**src/ctl_pkg.sv**
```systemverilog
// Constants and types for the write guard, power and clock control block
`default_nettype none
package ctl_pkg;

  // ---------------------------------------------------------------
  // Register indices (byte address is four times the index)
  // ---------------------------------------------------------------
  localparam logic [7:0] IDX_POWER_MODE_CONTROL  = 8'h87;
  localparam logic [7:0] IDX_SYSTEM_CLOCK_SELECT = 8'h8f;
  localparam logic [7:0] IDX_POWER_MANAGE_DIV    = 8'hc4;
  localparam logic [7:0] IDX_SINGLE_WRITE_GUARD  = 8'hc7;
  localparam logic [7:0] IDX_TIMED_WINDOW_GUARD  = 8'hc9;
  localparam logic [7:0] IDX_WATCHDOG_CONTROL    = 8'hd8;
  localparam logic [7:0] IDX_MEMORY_CONFIG       = 8'hc6;
  localparam logic [7:0] IDX_ADDRESS_CONFIG      = 8'h9d;

  // ---------------------------------------------------------------
  // Unlock codes
  // ---------------------------------------------------------------
  localparam logic [7:0] UNLOCK_FIRST  = 8'haa;
  localparam logic [7:0] UNLOCK_SECOND = 8'h55;
  localparam logic [7:0] WINDOW_CLOSE  = 8'h00;

  // ---------------------------------------------------------------
  // Field positions
  // ---------------------------------------------------------------
  localparam int MODE_IDLE_BIT    = 0;
  localparam int MODE_STOP_BIT    = 1;
  localparam int MODE_SLEEP_BIT   = 2;
  localparam int MODE_BAUD_BIT    = 7;
  localparam int DIV_LOW_BIT      = 6;
  localparam int DIV_AUTO_RET_BIT = 5;
  localparam int RESTART_BIT      = 0;

  // ---------------------------------------------------------------
  // Reset values
  // ---------------------------------------------------------------
  localparam logic [7:0] RST_POWER_MODE = 8'h00;
  localparam logic [7:0] RST_CLOCK_SEL  = 8'h0c;
  localparam logic [7:0] RST_MANAGE_DIV = 8'h40;
  localparam logic [7:0] RST_MEM_CFG    = 8'h00;
  localparam logic [7:0] RST_ADDR_CFG   = 8'h00;

  // ---------------------------------------------------------------
  // Cycle counts
  // ---------------------------------------------------------------
  localparam logic [8:0] WINDOW_CYCLES = 9'h100;
  localparam logic [8:0] SETTLE_CODE0  = 9'h008;
  localparam logic [8:0] SETTLE_CODE1  = 9'h010;
  localparam logic [8:0] SETTLE_CODE2  = 9'h040;
  localparam logic [8:0] SETTLE_CODE3  = 9'h100;

  typedef enum logic [2:0] {
    PWR_RUN    = 3'b000,
    PWR_IDLE   = 3'b001,
    PWR_STOP   = 3'b010,
    PWR_SLEEP  = 3'b011,
    PWR_SETTLE = 3'b100
  } pwr_state_type;

  typedef struct packed {
    logic        psel;
    logic        penable;
    logic        pwrite;
    logic [9:0]  paddr;
    logic [31:0] pwdata;
  } apb_req_type;

  typedef struct packed {
    pwr_state_type pwr;
    logic [8:0]    settle_cnt;
    logic          guard_stage;
    logic          guard_unlocked_flag;
    logic          window_stage;
    logic [8:0]    window_cnt;
    logic          baud_double_reserved;
    logic [7:0]    system_clock_select;
    logic          divider_ctl_low;
    logic          auto_return_bit;
    logic [7:0]    memory_config_reg;
    logic [7:0]    address_config_reg;
    logic          watchdog_restart;
    logic [31:0]   rdata;
    logic [1:0]    wake_sync;
    logic [2:0]    low_speed_sync;
  } ctl_state_type;

  // Divide ratio of the fast oscillator prescaler
  function automatic logic [8:0] prescale_ratio(input logic [3:0] code);
    case (code)
      4'h0:    prescale_ratio = 9'h001;
      4'h9:    prescale_ratio = 9'h020;
      4'ha:    prescale_ratio = 9'h040;
      4'hb:    prescale_ratio = 9'h080;
      4'hc, 4'hd, 4'he, 4'hf: prescale_ratio = 9'h100;
      default: prescale_ratio = {4'h0, code, 1'b0};
    endcase
  endfunction

endpackage

`default_nettype wire

```
**src/write_guard_power_clock_ctl.sv**
```systemverilog
// Write guards, power modes and system clock control with an APB slave
`timescale 1ns/1ps
`default_nettype none

// Overview of operation
// RQ1: Writing 0xaa then 0x55 to the single guard arms one protected write.
// RQ2: One protected write consumes the single guard; next write needs new unlock.
// RQ3: Reads of single-guard protected registers never depend on guard state.
// RQ4: Single guard protects watchdog restart bit, memory and address config.
// RQ5: An armed single guard has no timeout.
// RQ6: Any access to the single guard register while armed relocks it.
// RQ7: Single guard register reads unlocked state in bit 0.
// RQ8: Writing 0xaa then 0x55 to the timed guard opens 256-cycle window.
// RQ9: Repeating the timed unlock while open restarts the full window.
// RQ10: Writing 0x00 to the timed guard closes the window at once.
// RQ11: Timed guard register reads window state in bit 0.
// RQ12: Guards run on the CPU clock and stay armed during IDLE or STOP; here they run on clk_in and the timed window keeps counting down.
// RQ13: Idle bit stops CPU clock; interrupt ends IDLE and clears the bit.
// RQ14: Stop bit alone gates all clocks until unclocked wake or reset.
// RQ15: Sleep and stop bits together enter SLEEP with regulator off.
// RQ16: Leaving SLEEP clears sleep and stop bits in hardware.
// RQ17: Upper divider bit reads zero; reduced-rate mode is unreachable.
// RQ18: Four-bit prescale field selects fast oscillator divide ratio.
// RQ19: Clock select resets to 0x0c; writes only land inside timed window.
// RQ20: Regulator settle field picks 8, 16, 64 or 256 slow cycles delay.
// RQ21: Clock source field picks divided fast, slow or external clock.
// RQ22: Watchdog restart write of 1 acts only while single guard armed.
// RQ23: Protected writes while locked or expired are ignored silently.
module write_guard_power_clock_ctl (
  input  wire logic        clk_in,
  input  wire logic        rst_n_in,
  input  wire logic        psel_in,
  input  wire logic        penable_in,
  input  wire logic        pwrite_in,
  input  wire logic [9:0]  paddr_in,
  input  wire logic [31:0] pwdata_in,
  output logic      [31:0] prdata_out,
  output logic             pready_out,
  output logic             pslverr_out,
  input  wire logic        wake_in,
  input  wire logic        idle_wake_in,
  input  wire logic        low_speed_clk_in,
  output logic             cpu_clk_stop_out,
  output logic             periph_clk_stop_out,
  output logic             regulator_off_out,
  output logic      [1:0]  clock_source_out,
  output logic      [8:0]  fast_osc_divisor_out,
  output logic             full_speed_out,
  output logic             auto_return_out,
  output logic      [7:0]  memory_config_out,
  output logic      [7:0]  address_config_out,
  output logic             watchdog_restart_out,
  output logic             guard_unlocked_out,
  output logic             window_open_out
);

  // ---------------------------------------------------------------
  // Bus decode
  // ---------------------------------------------------------------
  ctl_pkg::apb_req_type   req;
  ctl_pkg::ctl_state_type st_r;
  ctl_pkg::ctl_state_type st_nxt;
  logic       acc;
  logic       wr;
  logic [7:0] wd;
  logic       hit_mode;
  logic       hit_clock_sel;
  logic       hit_manage;
  logic       hit_guard;
  logic       hit_window;
  logic       hit_wdog;
  logic       hit_mem;
  logic       hit_addr;
  logic       hit_any;
  logic       window_open;
  logic       wake;
  logic       slow_tick;
  logic       prot_wr;
  logic [7:0] rd_val;
  logic [8:0] settle_limit;

  function automatic logic reg_hit(input logic [9:0] a, input logic [7:0] idx);
    reg_hit = (a[9:2] == idx) && (a[1:0] == 2'b00);
  endfunction

  assign req = '{psel: psel_in, penable: penable_in, pwrite: pwrite_in,
                 paddr: paddr_in, pwdata: pwdata_in};

  assign acc        = req.psel && req.penable;
  assign wr         = acc && req.pwrite;
  assign wd         = req.pwdata[7:0];
  assign hit_mode      = reg_hit(req.paddr, ctl_pkg::IDX_POWER_MODE_CONTROL);
  assign hit_clock_sel = reg_hit(req.paddr, ctl_pkg::IDX_SYSTEM_CLOCK_SELECT);
  assign hit_manage    = reg_hit(req.paddr, ctl_pkg::IDX_POWER_MANAGE_DIV);
  assign hit_guard  = reg_hit(req.paddr, ctl_pkg::IDX_SINGLE_WRITE_GUARD);
  assign hit_window = reg_hit(req.paddr, ctl_pkg::IDX_TIMED_WINDOW_GUARD);
  assign hit_wdog   = reg_hit(req.paddr, ctl_pkg::IDX_WATCHDOG_CONTROL);
  assign hit_mem    = reg_hit(req.paddr, ctl_pkg::IDX_MEMORY_CONFIG);
  assign hit_addr   = reg_hit(req.paddr, ctl_pkg::IDX_ADDRESS_CONFIG);
  assign hit_any    = hit_mode | hit_clock_sel | hit_manage | hit_guard | hit_window
                    | hit_wdog | hit_mem | hit_addr;

  // Zero wait state; unmapped addresses answer with an error
  assign pready_out  = acc;
  assign pslverr_out = acc && !hit_any;

  assign window_open = (st_r.window_cnt != 9'h000);
  assign wake        = st_r.wake_sync[1];
  assign slow_tick   = st_r.low_speed_sync[1] && !st_r.low_speed_sync[2];
  assign prot_wr     = wr && (hit_mem || hit_addr || hit_wdog);

  // ---------------------------------------------------------------
  // Read data, latched in the setup cycle
  // ---------------------------------------------------------------
  always_comb begin
    rd_val = 8'h00;
    if (hit_mode) begin
      rd_val[ctl_pkg::MODE_BAUD_BIT] = st_r.baud_double_reserved;
    end
    if (hit_clock_sel) begin
      rd_val = {st_r.system_clock_select[7:4], 2'b00, st_r.system_clock_select[1:0]};
    end
    if (hit_manage) begin
      rd_val[ctl_pkg::DIV_LOW_BIT]      = st_r.divider_ctl_low; // RQ17
      rd_val[ctl_pkg::DIV_AUTO_RET_BIT] = st_r.auto_return_bit;
    end
    if (hit_guard) begin
      rd_val[0] = st_r.guard_unlocked_flag; // RQ7
    end
    if (hit_window) begin
      rd_val[0] = window_open; // RQ11
    end
    if (hit_mem) begin
      rd_val = st_r.memory_config_reg; // RQ3
    end
    if (hit_addr) begin
      rd_val = st_r.address_config_reg; // RQ3
    end
  end

  always_comb begin
    case (st_r.system_clock_select[3:2]) // RQ20
      2'b00:   settle_limit = ctl_pkg::SETTLE_CODE0;
      2'b01:   settle_limit = ctl_pkg::SETTLE_CODE1;
      2'b10:   settle_limit = ctl_pkg::SETTLE_CODE2;
      default: settle_limit = ctl_pkg::SETTLE_CODE3;
    endcase
  end

  // ---------------------------------------------------------------
  // Next state
  // ---------------------------------------------------------------
  always_comb begin
    st_nxt = st_r;
    st_nxt.wake_sync      = {st_r.wake_sync[0], wake_in};
    st_nxt.low_speed_sync = {st_r.low_speed_sync[1:0], low_speed_clk_in};
    st_nxt.watchdog_restart = 1'b0;
    if (req.psel && !req.penable) begin
      st_nxt.rdata = {24'h000000, rd_val};
    end

    // Single-use guard; armed state has no timeout
    if (acc && hit_guard) begin
      if (st_r.guard_unlocked_flag) begin
        st_nxt.guard_unlocked_flag = 1'b0; // RQ6
        st_nxt.guard_stage         = 1'b0;
      end else if (req.pwrite) begin
        if (st_r.guard_stage && wd == ctl_pkg::UNLOCK_SECOND) begin
          st_nxt.guard_unlocked_flag = 1'b1; // RQ1
        end
        st_nxt.guard_stage = (wd == ctl_pkg::UNLOCK_FIRST);
      end
    end
    if (prot_wr && st_r.guard_unlocked_flag) begin // RQ4 RQ5
      st_nxt.guard_unlocked_flag = 1'b0; // RQ2
      if (hit_mem) begin
        st_nxt.memory_config_reg = wd;
      end
      if (hit_addr) begin
        st_nxt.address_config_reg = wd;
      end
      if (hit_wdog) begin
        st_nxt.watchdog_restart = wd[ctl_pkg::RESTART_BIT]; // RQ22
      end
    end

    // Timed window guard
    if (window_open) begin
      st_nxt.window_cnt = st_r.window_cnt - 9'h001;
    end
    if (wr && hit_window) begin
      if (wd == ctl_pkg::WINDOW_CLOSE) begin
        st_nxt.window_cnt   = 9'h000; // RQ10
        st_nxt.window_stage = 1'b0;
      end else begin
        if (st_r.window_stage && wd == ctl_pkg::UNLOCK_SECOND) begin
          st_nxt.window_cnt = ctl_pkg::WINDOW_CYCLES; // RQ8 RQ9
        end
        st_nxt.window_stage = (wd == ctl_pkg::UNLOCK_FIRST);
      end
    end
    if (wr && hit_clock_sel && window_open) begin // RQ19 RQ23
      st_nxt.system_clock_select = wd; // RQ18 RQ21
    end

    // Unprotected registers
    if (wr && hit_manage) begin
      st_nxt.divider_ctl_low = wd[ctl_pkg::DIV_LOW_BIT];
      st_nxt.auto_return_bit = wd[ctl_pkg::DIV_AUTO_RET_BIT];
    end
    if (wr && hit_mode) begin
      st_nxt.baud_double_reserved = wd[ctl_pkg::MODE_BAUD_BIT];
    end

    // Power modes; single guard keeps its state in every mode, timed window keeps counting down
    st_nxt.settle_cnt = 9'h000; // RQ12
    case (st_r.pwr)
      ctl_pkg::PWR_RUN: begin
        if (wr && hit_mode) begin
          if (wd[ctl_pkg::MODE_STOP_BIT] && wd[ctl_pkg::MODE_SLEEP_BIT]) begin
            st_nxt.pwr = ctl_pkg::PWR_SLEEP; // RQ15
          end else if (wd[ctl_pkg::MODE_STOP_BIT]) begin
            st_nxt.pwr = ctl_pkg::PWR_STOP; // RQ14
          end else if (wd[ctl_pkg::MODE_IDLE_BIT]) begin
            st_nxt.pwr = ctl_pkg::PWR_IDLE; // RQ13
          end
        end
      end
      ctl_pkg::PWR_IDLE: begin
        if (idle_wake_in || wake) begin
          st_nxt.pwr = ctl_pkg::PWR_RUN; // RQ13
        end
      end
      ctl_pkg::PWR_STOP: begin
        if (wake) begin
          st_nxt.pwr = ctl_pkg::PWR_RUN; // RQ14
        end
      end
      ctl_pkg::PWR_SLEEP: begin
        if (wake) begin
          st_nxt.pwr = ctl_pkg::PWR_SETTLE; // RQ16
        end
      end
      ctl_pkg::PWR_SETTLE: begin
        st_nxt.settle_cnt = st_r.settle_cnt;
        if (slow_tick) begin
          if (st_r.settle_cnt >= settle_limit - 9'h001) begin
            st_nxt.pwr = ctl_pkg::PWR_RUN; // RQ20
          end else begin
            st_nxt.settle_cnt = st_r.settle_cnt + 9'h001;
          end
        end
      end
      default: begin
        st_nxt.pwr = ctl_pkg::PWR_RUN;
      end
    endcase
  end

  // ---------------------------------------------------------------
  // State register
  // ---------------------------------------------------------------
  always_ff @(posedge clk_in) begin
    if (!rst_n_in) begin
      st_r                      <= '0;
      st_r.pwr                  <= ctl_pkg::PWR_SETTLE;
      st_r.baud_double_reserved <= ctl_pkg::RST_POWER_MODE[ctl_pkg::MODE_BAUD_BIT];
      st_r.system_clock_select  <= ctl_pkg::RST_CLOCK_SEL;
      st_r.divider_ctl_low      <= ctl_pkg::RST_MANAGE_DIV[ctl_pkg::DIV_LOW_BIT];
      st_r.auto_return_bit      <= ctl_pkg::RST_MANAGE_DIV[ctl_pkg::DIV_AUTO_RET_BIT];
      st_r.memory_config_reg    <= ctl_pkg::RST_MEM_CFG;
      st_r.address_config_reg   <= ctl_pkg::RST_ADDR_CFG;
    end else begin
      st_r <= st_nxt;
    end
  end

  // ---------------------------------------------------------------
  // Outputs
  // ---------------------------------------------------------------
  assign prdata_out           = st_r.rdata;
  assign cpu_clk_stop_out     = (st_r.pwr != ctl_pkg::PWR_RUN);
  assign periph_clk_stop_out  = (st_r.pwr != ctl_pkg::PWR_RUN)
                              && (st_r.pwr != ctl_pkg::PWR_IDLE);
  assign regulator_off_out    = (st_r.pwr == ctl_pkg::PWR_SLEEP);
  assign clock_source_out     = st_r.system_clock_select[1:0];
  assign fast_osc_divisor_out = ctl_pkg::prescale_ratio(st_r.system_clock_select[7:4]);
  assign full_speed_out       = st_r.divider_ctl_low; // RQ17
  assign auto_return_out      = st_r.auto_return_bit;
  assign memory_config_out    = st_r.memory_config_reg;
  assign address_config_out   = st_r.address_config_reg;
  assign watchdog_restart_out = st_r.watchdog_restart;
  assign guard_unlocked_out   = st_r.guard_unlocked_flag;
  assign window_open_out      = window_open;

  // ---------------------------------------------------------------
  // Assertions
  // ---------------------------------------------------------------
  logic guard55_w;
  logic window_arm_w;
  logic window_wr_w;
  assign guard55_w    = wr && hit_guard && wd == ctl_pkg::UNLOCK_SECOND;
  assign window_arm_w = wr && hit_window && st_r.window_stage
                      && wd == ctl_pkg::UNLOCK_SECOND;
  assign window_wr_w  = wr && hit_window;
endmodule

`default_nettype wire

```
**config.mk**
```make
export PLATFORM = sky130hd
export DESIGN_NAME = write_guard_power_clock_ctl
export DESIGN_NICKNAME = d
export VERILOG_FILES = /design/src/ctl_pkg.sv /design/src/write_guard_power_clock_ctl.sv
export SDC_FILE = /design/constraint.sdc
export NUM_CORES = 1
export LEC_CHECK = 0
export BUFFER_PORTS_ARGS = -buffer_cell sky130_fd_sc_hd__buf_4
export CAP_MARGIN = 20
export CORE_MARGIN = 1.5
export CORE_UTILIZATION = 40
export CTS_CLUSTER_DIAMETER = 30
export CTS_CLUSTER_SIZE = 10
export DETAILED_ROUTE_END_ITERATION = 12
export GPL_TIMING_DRIVEN = 1
export PLACE_DENSITY = 0.75
export SYNTH_ARGS = -nofsm -noshare
export SYNTH_HDL_FRONTEND = slang
export SYNTH_SLANG_ARGS = --single-unit
```
**constraint.sdc**
```tcl
create_clock -name clk_in -period 5.6 [get_ports clk_in]
set_input_delay 0.28 -clock clk_in [delete_from_list [all_inputs] [get_ports clk_in]]
set_output_delay 0.28 -clock clk_in [all_outputs]
set_load 0.02 [all_outputs]
```
* After elaboration in Yosys (flattened, before gate mapping)
Cells that the tools add are included.
Cells by class: bitwise gates (word level) 9, equality and inequality tests 31, shift-type cells 0, divide/modulo/power cells 0, mux-type cells 27, reduce and logical (&&, ||, !) cells 48, $mul 0, $lt $le $gt $ge 1, add/sub/neg operators 3
Operator list (number):
- $eq 8x8->1 const B | 9
- $pmux 9 s5 | 1
- $mux 9 | 4
- $eq 4x4->1 const B | 7
- $pmux 9 s3 | 1
- $logic_and 1x1->1 | 25
- $mux 3 | 8
- $mux 8 | 3
- $sub 9x1->9 const B | 2
- $pmux 3 s5 | 1
- $mux 12 | 1
- $mux 10 | 1
- $ne 2x2->1 const B | 5
- $reduce_and 2->1 | 5
- $add 9x1->9 const B | 1
- $ge 9x9->1 | 1
- $reduce_bool 9->1 | 1
- $eq 8x7->1 const B | 1
- $logic_not 8->1 | 1
- $or 1x1->1 | 7
- $reduce_and 7->1 | 1
- $eq 3x2->1 const B | 2
- $mux 2 | 3
- $logic_not 2->1 | 2
- other kinds (18) | 26
Storage, ports and cells: output and inout port bits 69, memories 0, input port bits 50, memory bits (read-only) 0, register bits after elaboration 65, word-level logic and storage cells 135, bits in latches 0, bits in writable memories 0

* Depth between registers and ports, before layout
word-level depth 11, gate-level depth with buffers 10

* Worst setup path before layout
OpenSTA, ideal clock, no wires.
path kind reg2reg, start point reg st_r[58] (netlist name), end point reg st_r[79] (netlist name), setup time 116 ps, stages on the path, launching flop included 10, setup slack 3453 ps, data arrival time 2031 ps, buffers on the path 0, path through dfxtp_1 nor2_1 inv_1 ha_1 ha_1 a21oi_1 o21ai_1 a21oi_1 a21oi_1 a31o_2
On the way: cells in the longest elaborated chain, start to end 6, elaborated cells between the ends (all ways) 8, classes of those cells add/sub: 1; order compare: 1; eq/ne: 2; mux: 1; bitwise: 1; reduce/logical: 2
RTL lines:
- from (decl) | RTL line write_guard_power_clock_ctl.sv:61 | ctl_pkg::ctl_state_type st_r;
- from (signal assigned) | RTL line write_guard_power_clock_ctl.sv:274 | st_r <= st_nxt;
- $eq 2x2->1 (tied with other cells) | RTL line write_guard_power_clock_ctl.sv:142 | case (st_r.system_clock_select[3:2])
- $pmux 9 s3 (*) | RTL line write_guard_power_clock_ctl.sv:142
- $sub 9x1->9 (*) | RTL line write_guard_power_clock_ctl.sv:247 | if (st_r.settle_cnt >= settle_limit - 9'h001) begin
- $ge 9x9->1 (*) | RTL line write_guard_power_clock_ctl.sv:247
- $not 1->1 (no line) (*)
- $reduce_and 2->1 (no line) (*)
Every way passes the cells marked *; elsewhere a longest branch is shown, timed or not. A chain may end at the register's enable or synchronous reset.

* Worst setup path in the final report
Ends and elaborated chain as after synthesis.

==> summary.md <==
| Metric | Value |
|---|---|
| Sequential area share after synthesis | 0.352 |
| Complex-gate fraction of the synthesized area | 0.123 |
| Leak pwr | 1.72 nW |
| Rel. slew slack | 0.323 |
| Mapped Avg Cell Area | between 8 and 9 sq um |
| First-pass GRT wire length | around 15,000 um |
| Post-layout worst setup margin | 3.06 ns |
| Crit Reg-Reg Startpoint | st_r[58] |
| Worst setup path class | reg2reg |
| First DRT Iteration DRCs | around 160 |
| Worst vdd ir | 0.158 mV |
| RSZ-0062 raised after global routing | false |
| Worst Hold Launch | wake_in |
| Vias in the first global route | 3,057 |
| Hold Violations, Final | 0 |
| # H-tree levels | 3 |
| Largest family of logic cells by synthesized area | simple AND/OR/NAND/NOR gates |
| CP Launch Point | st_r[58] |
| Die ar. | slightly below 0.01 sq mm |
| Synth Area in Adders | 0.0305 |
| CP peak stage delay | 0.51 ns |
| Clock buffer depth | 2 |
| Synth top area share | 0.352 |
| Reg2Reg Depth | 9 |
| Sequential power share | 0.440 |
| HP Class | in2reg |
| Most common cell after layout, fill and taps aside | buf_4 |
| Initial Util | 0.417 |
| Die extent in x | around 99 um |
| Setup crit end kind | register |
| Multiplexer share of the synthesized area | 0.0573 |
| Synthesis Warnings | 0 |
| Dpl ws | roughly 3.1 ns |
| Xor-xnor portion of the synthesized cell area | 0.0237 |
| Min Tclk post-route | 2.54 ns |
| CP dominant cell by count | a21oi_1 |
| Fin area | ~0.0042 sq mm |
| Total global routing overflow | 0 |
| P&R area growth vs syn | 14.5% |
| Number of remaining DRC errors | 0 |
| Final Max Tran Viols | 0 |
| Tcrit/Tclk final | 0.454 |
| Hold_buf cts | 0 |
| Top Ports | between 100 and 150 |
| Port bufs | 70 |
| Max Clk Rate | 0.393 GHz |
| Worst hold stages | 2 |
| Final Instance Count excl. Fillers | 594 |
| Critical path's top delay family | compound AO/OA/AOI/OAI gates |
| Drt first pass iters | 4 |
| Final WL | 8740 um |
| Placed inst area | slightly above 0.004 sq mm |
| Layout Utilization | 0.478 |
| Status | complete, no violations |
| Placed cells | about 580 |
| Mapped Cells | between 400 and 500 |
| WL per Instance | 14.7 um |
| Crit-path max FO | 7 |
| Gr usage total | 0.187 |
| Switching Share | 0.313 |
| Actual slew at the worst max-slew pin | 1.01 ns |
| Levels on crit path | 9 |
| P_sw | 360 uW |
| Setup bufs post-CTS | 0 |
| Worst skew pair latency | ~0.36 ns |
| Gate power share | 0.203 |
| Layout cell share with drive strength beyond 1 | 0.241 |
| Most frequent cells in the layout | buf_4, dfxtp_1, nor2_1 |
| Clock group share of total power | 0.358 |
| Num CTS Buffers | 9 |
| Yosys cell types | between 50 and 60 |
| Post-DP HPWL | about 6500 um |
| Top cells by area, synth | dfxtp_1, buf_4, mux2i_1, nor2_1, nand2_1 |
| Clock sink total | 65 |
| Antenna violations before repair | 0 |
| Post-cts sizing count | 0 |
| Worst Path Arrival | roughly 2.8 ns |
| Synth Area in Simple Gates | 0.279 |
| Leading area contributor after synthesis | dfxtp_1 |
| Clk_skew | ~0.0051 ns |
| Max Cap Violations | 0 |
| Crit path launch type | register |
| GPL Wtd Cong | 0.872 |
| Critical path's slowest cell | a21oi_1 |
| Number of synthesized flops with an enable pin | 0 |
| Synth Flop Type | dfxtp_1 |
| Buf/Inv on CP | 1 |
| FF+latch count, synth | 65 |
| CTS root buf | clkbuf_8 |
| PwrDens | roughly 270 mW/mm^2 |
| Vias per cell | roughly 5.3 |
| Layout net count | 540 |
| Final setup viols | 0 |
| Via Count | 3,124 |
| TritonCTS clock tree | yes |
| Core box area | roughly 0.009 sq mm |
| FFs w/ async S/R, synth | 0 |
| Clk slew on worst S/H paths | around 0.08 ns |
| Post-route ant nets | 0 |
| Cell-by-cell trace of the critical path | nor2_1 -> inv_1 -> ha_1 -> ha_1 -> a21oi_1 -> o21ai_1 -> a21oi_1 -> a21oi_1 -> a31o_2 |
| Die height | around 99 um |
| Setup TNS | 0 ns |
| Largest net degree at the start of global routing | 22 |
| WP data required | between 5 and 6 ns |
| Int Pwr | between 700 and 800 uW |
| Post-Syn Area | about 0.0037 sq mm |
| Row cnt | 34 |
| # diodes | 0 |
worst paths after layout:
path	to	slack, ns
worst max-delay path	st_r[79]	3.06
worst min-delay path	st_nxt[4]	0.14
worst max register to register	st_r[79]	3.06
worst min register to register	st_nxt[2]	0.44
cells in the mapped netlist, types with 3 or more instances:
cell type and count:
dfxtp_1 65, nand2_2 9, nor2_1 47, a211oi_1 8, nand3_1 12, a21oi_1 18, and4b_1 3, nor2b_1 5
and2_1 8, xnor2_1 10, nand2_1 34, inv_1 11, nor4_1 8, mux2i_1 20, a21oi_2 8, nor3b_1 4
nor3_1 18, nand4_1 5, nand3b_1 3, buf_4 50, ha_1 9, and3_1 5, o21ai_0 15, a221oi_1 5
clkbuf_1 8, a31oi_1 4, nand2b_1 7
per-stage QoR:
step | power, mW | hold WS (ns)
after floorplan | 0.701 | 0.398
after global placement | 0.740 | 0.414
after detailed placement | 0.752 | 0.423
after CTS | 1.16 | 0.138
after global routing | 1.21 | 0.146
final | 1.15 | 0.139
metal layers:
| layer | vias up | track usage | part of all wire |
|---|---|---|---|
| met5 | - | 0 | 0 |
| met4 | 0 | 0.116 | 0.035 |
| met3 | 24 | 0.0376 | 0.060 |
| met2 | 110 | 0.309 | 0.48 |
| met1 | 1435 | 0.223 | 0.42 |
| li1 | 1555 | - | - |
flip-flops by register name, indices dropped and copies added (netlist names), 2 cells and up:
register            count
address_config_out      8
st_r                   32
st_nxt                  3
prdata_out              8
clock_source_out        2
memory_config_out       8
cell type report:
class	instances	area, sq um
timing repair buffer	71	553
inverter	12	47.5
fill	838	4620
tap	108	135
clock inverter	7	80.1
clock buffer	9	124
sequential	65	1300
multi-input combinational	322	1990
cells by family after synthesis:
kind of cell    count (synthesis)
xor+xnor                       10
other cells                     2
buf+inv                        75
compound gates                 69
mux                            21
fa+ha+maj                       9
flops                          65
simple gates                  188
power groups by stage:
stage          Sequential, mW  Clock, mW  Combinational (mW)
2_1_floorplan           0.512          0               0.189
3_3_place_gp            0.515          0               0.225
3_5_place_dp            0.517          0               0.235
4_1_cts                 0.507      0.416               0.236
5_1_grt                 0.510      0.435               0.261
6_report                0.506      0.412               0.233
worst register-to-register path, stage by stage, from the launching register on:
cell and delay [ns]:
dfxtp_1 0.35, nor2_1 0.18, inv_1 0.06, ha_1 0.32, ha_1 0.31, a21oi_1 0.15
o21ai_1 0.20, a21oi_1 0.51, a21oi_1 0.15, a31o_2 0.22
Note: power is estimated with default switching activity, not from simulation.
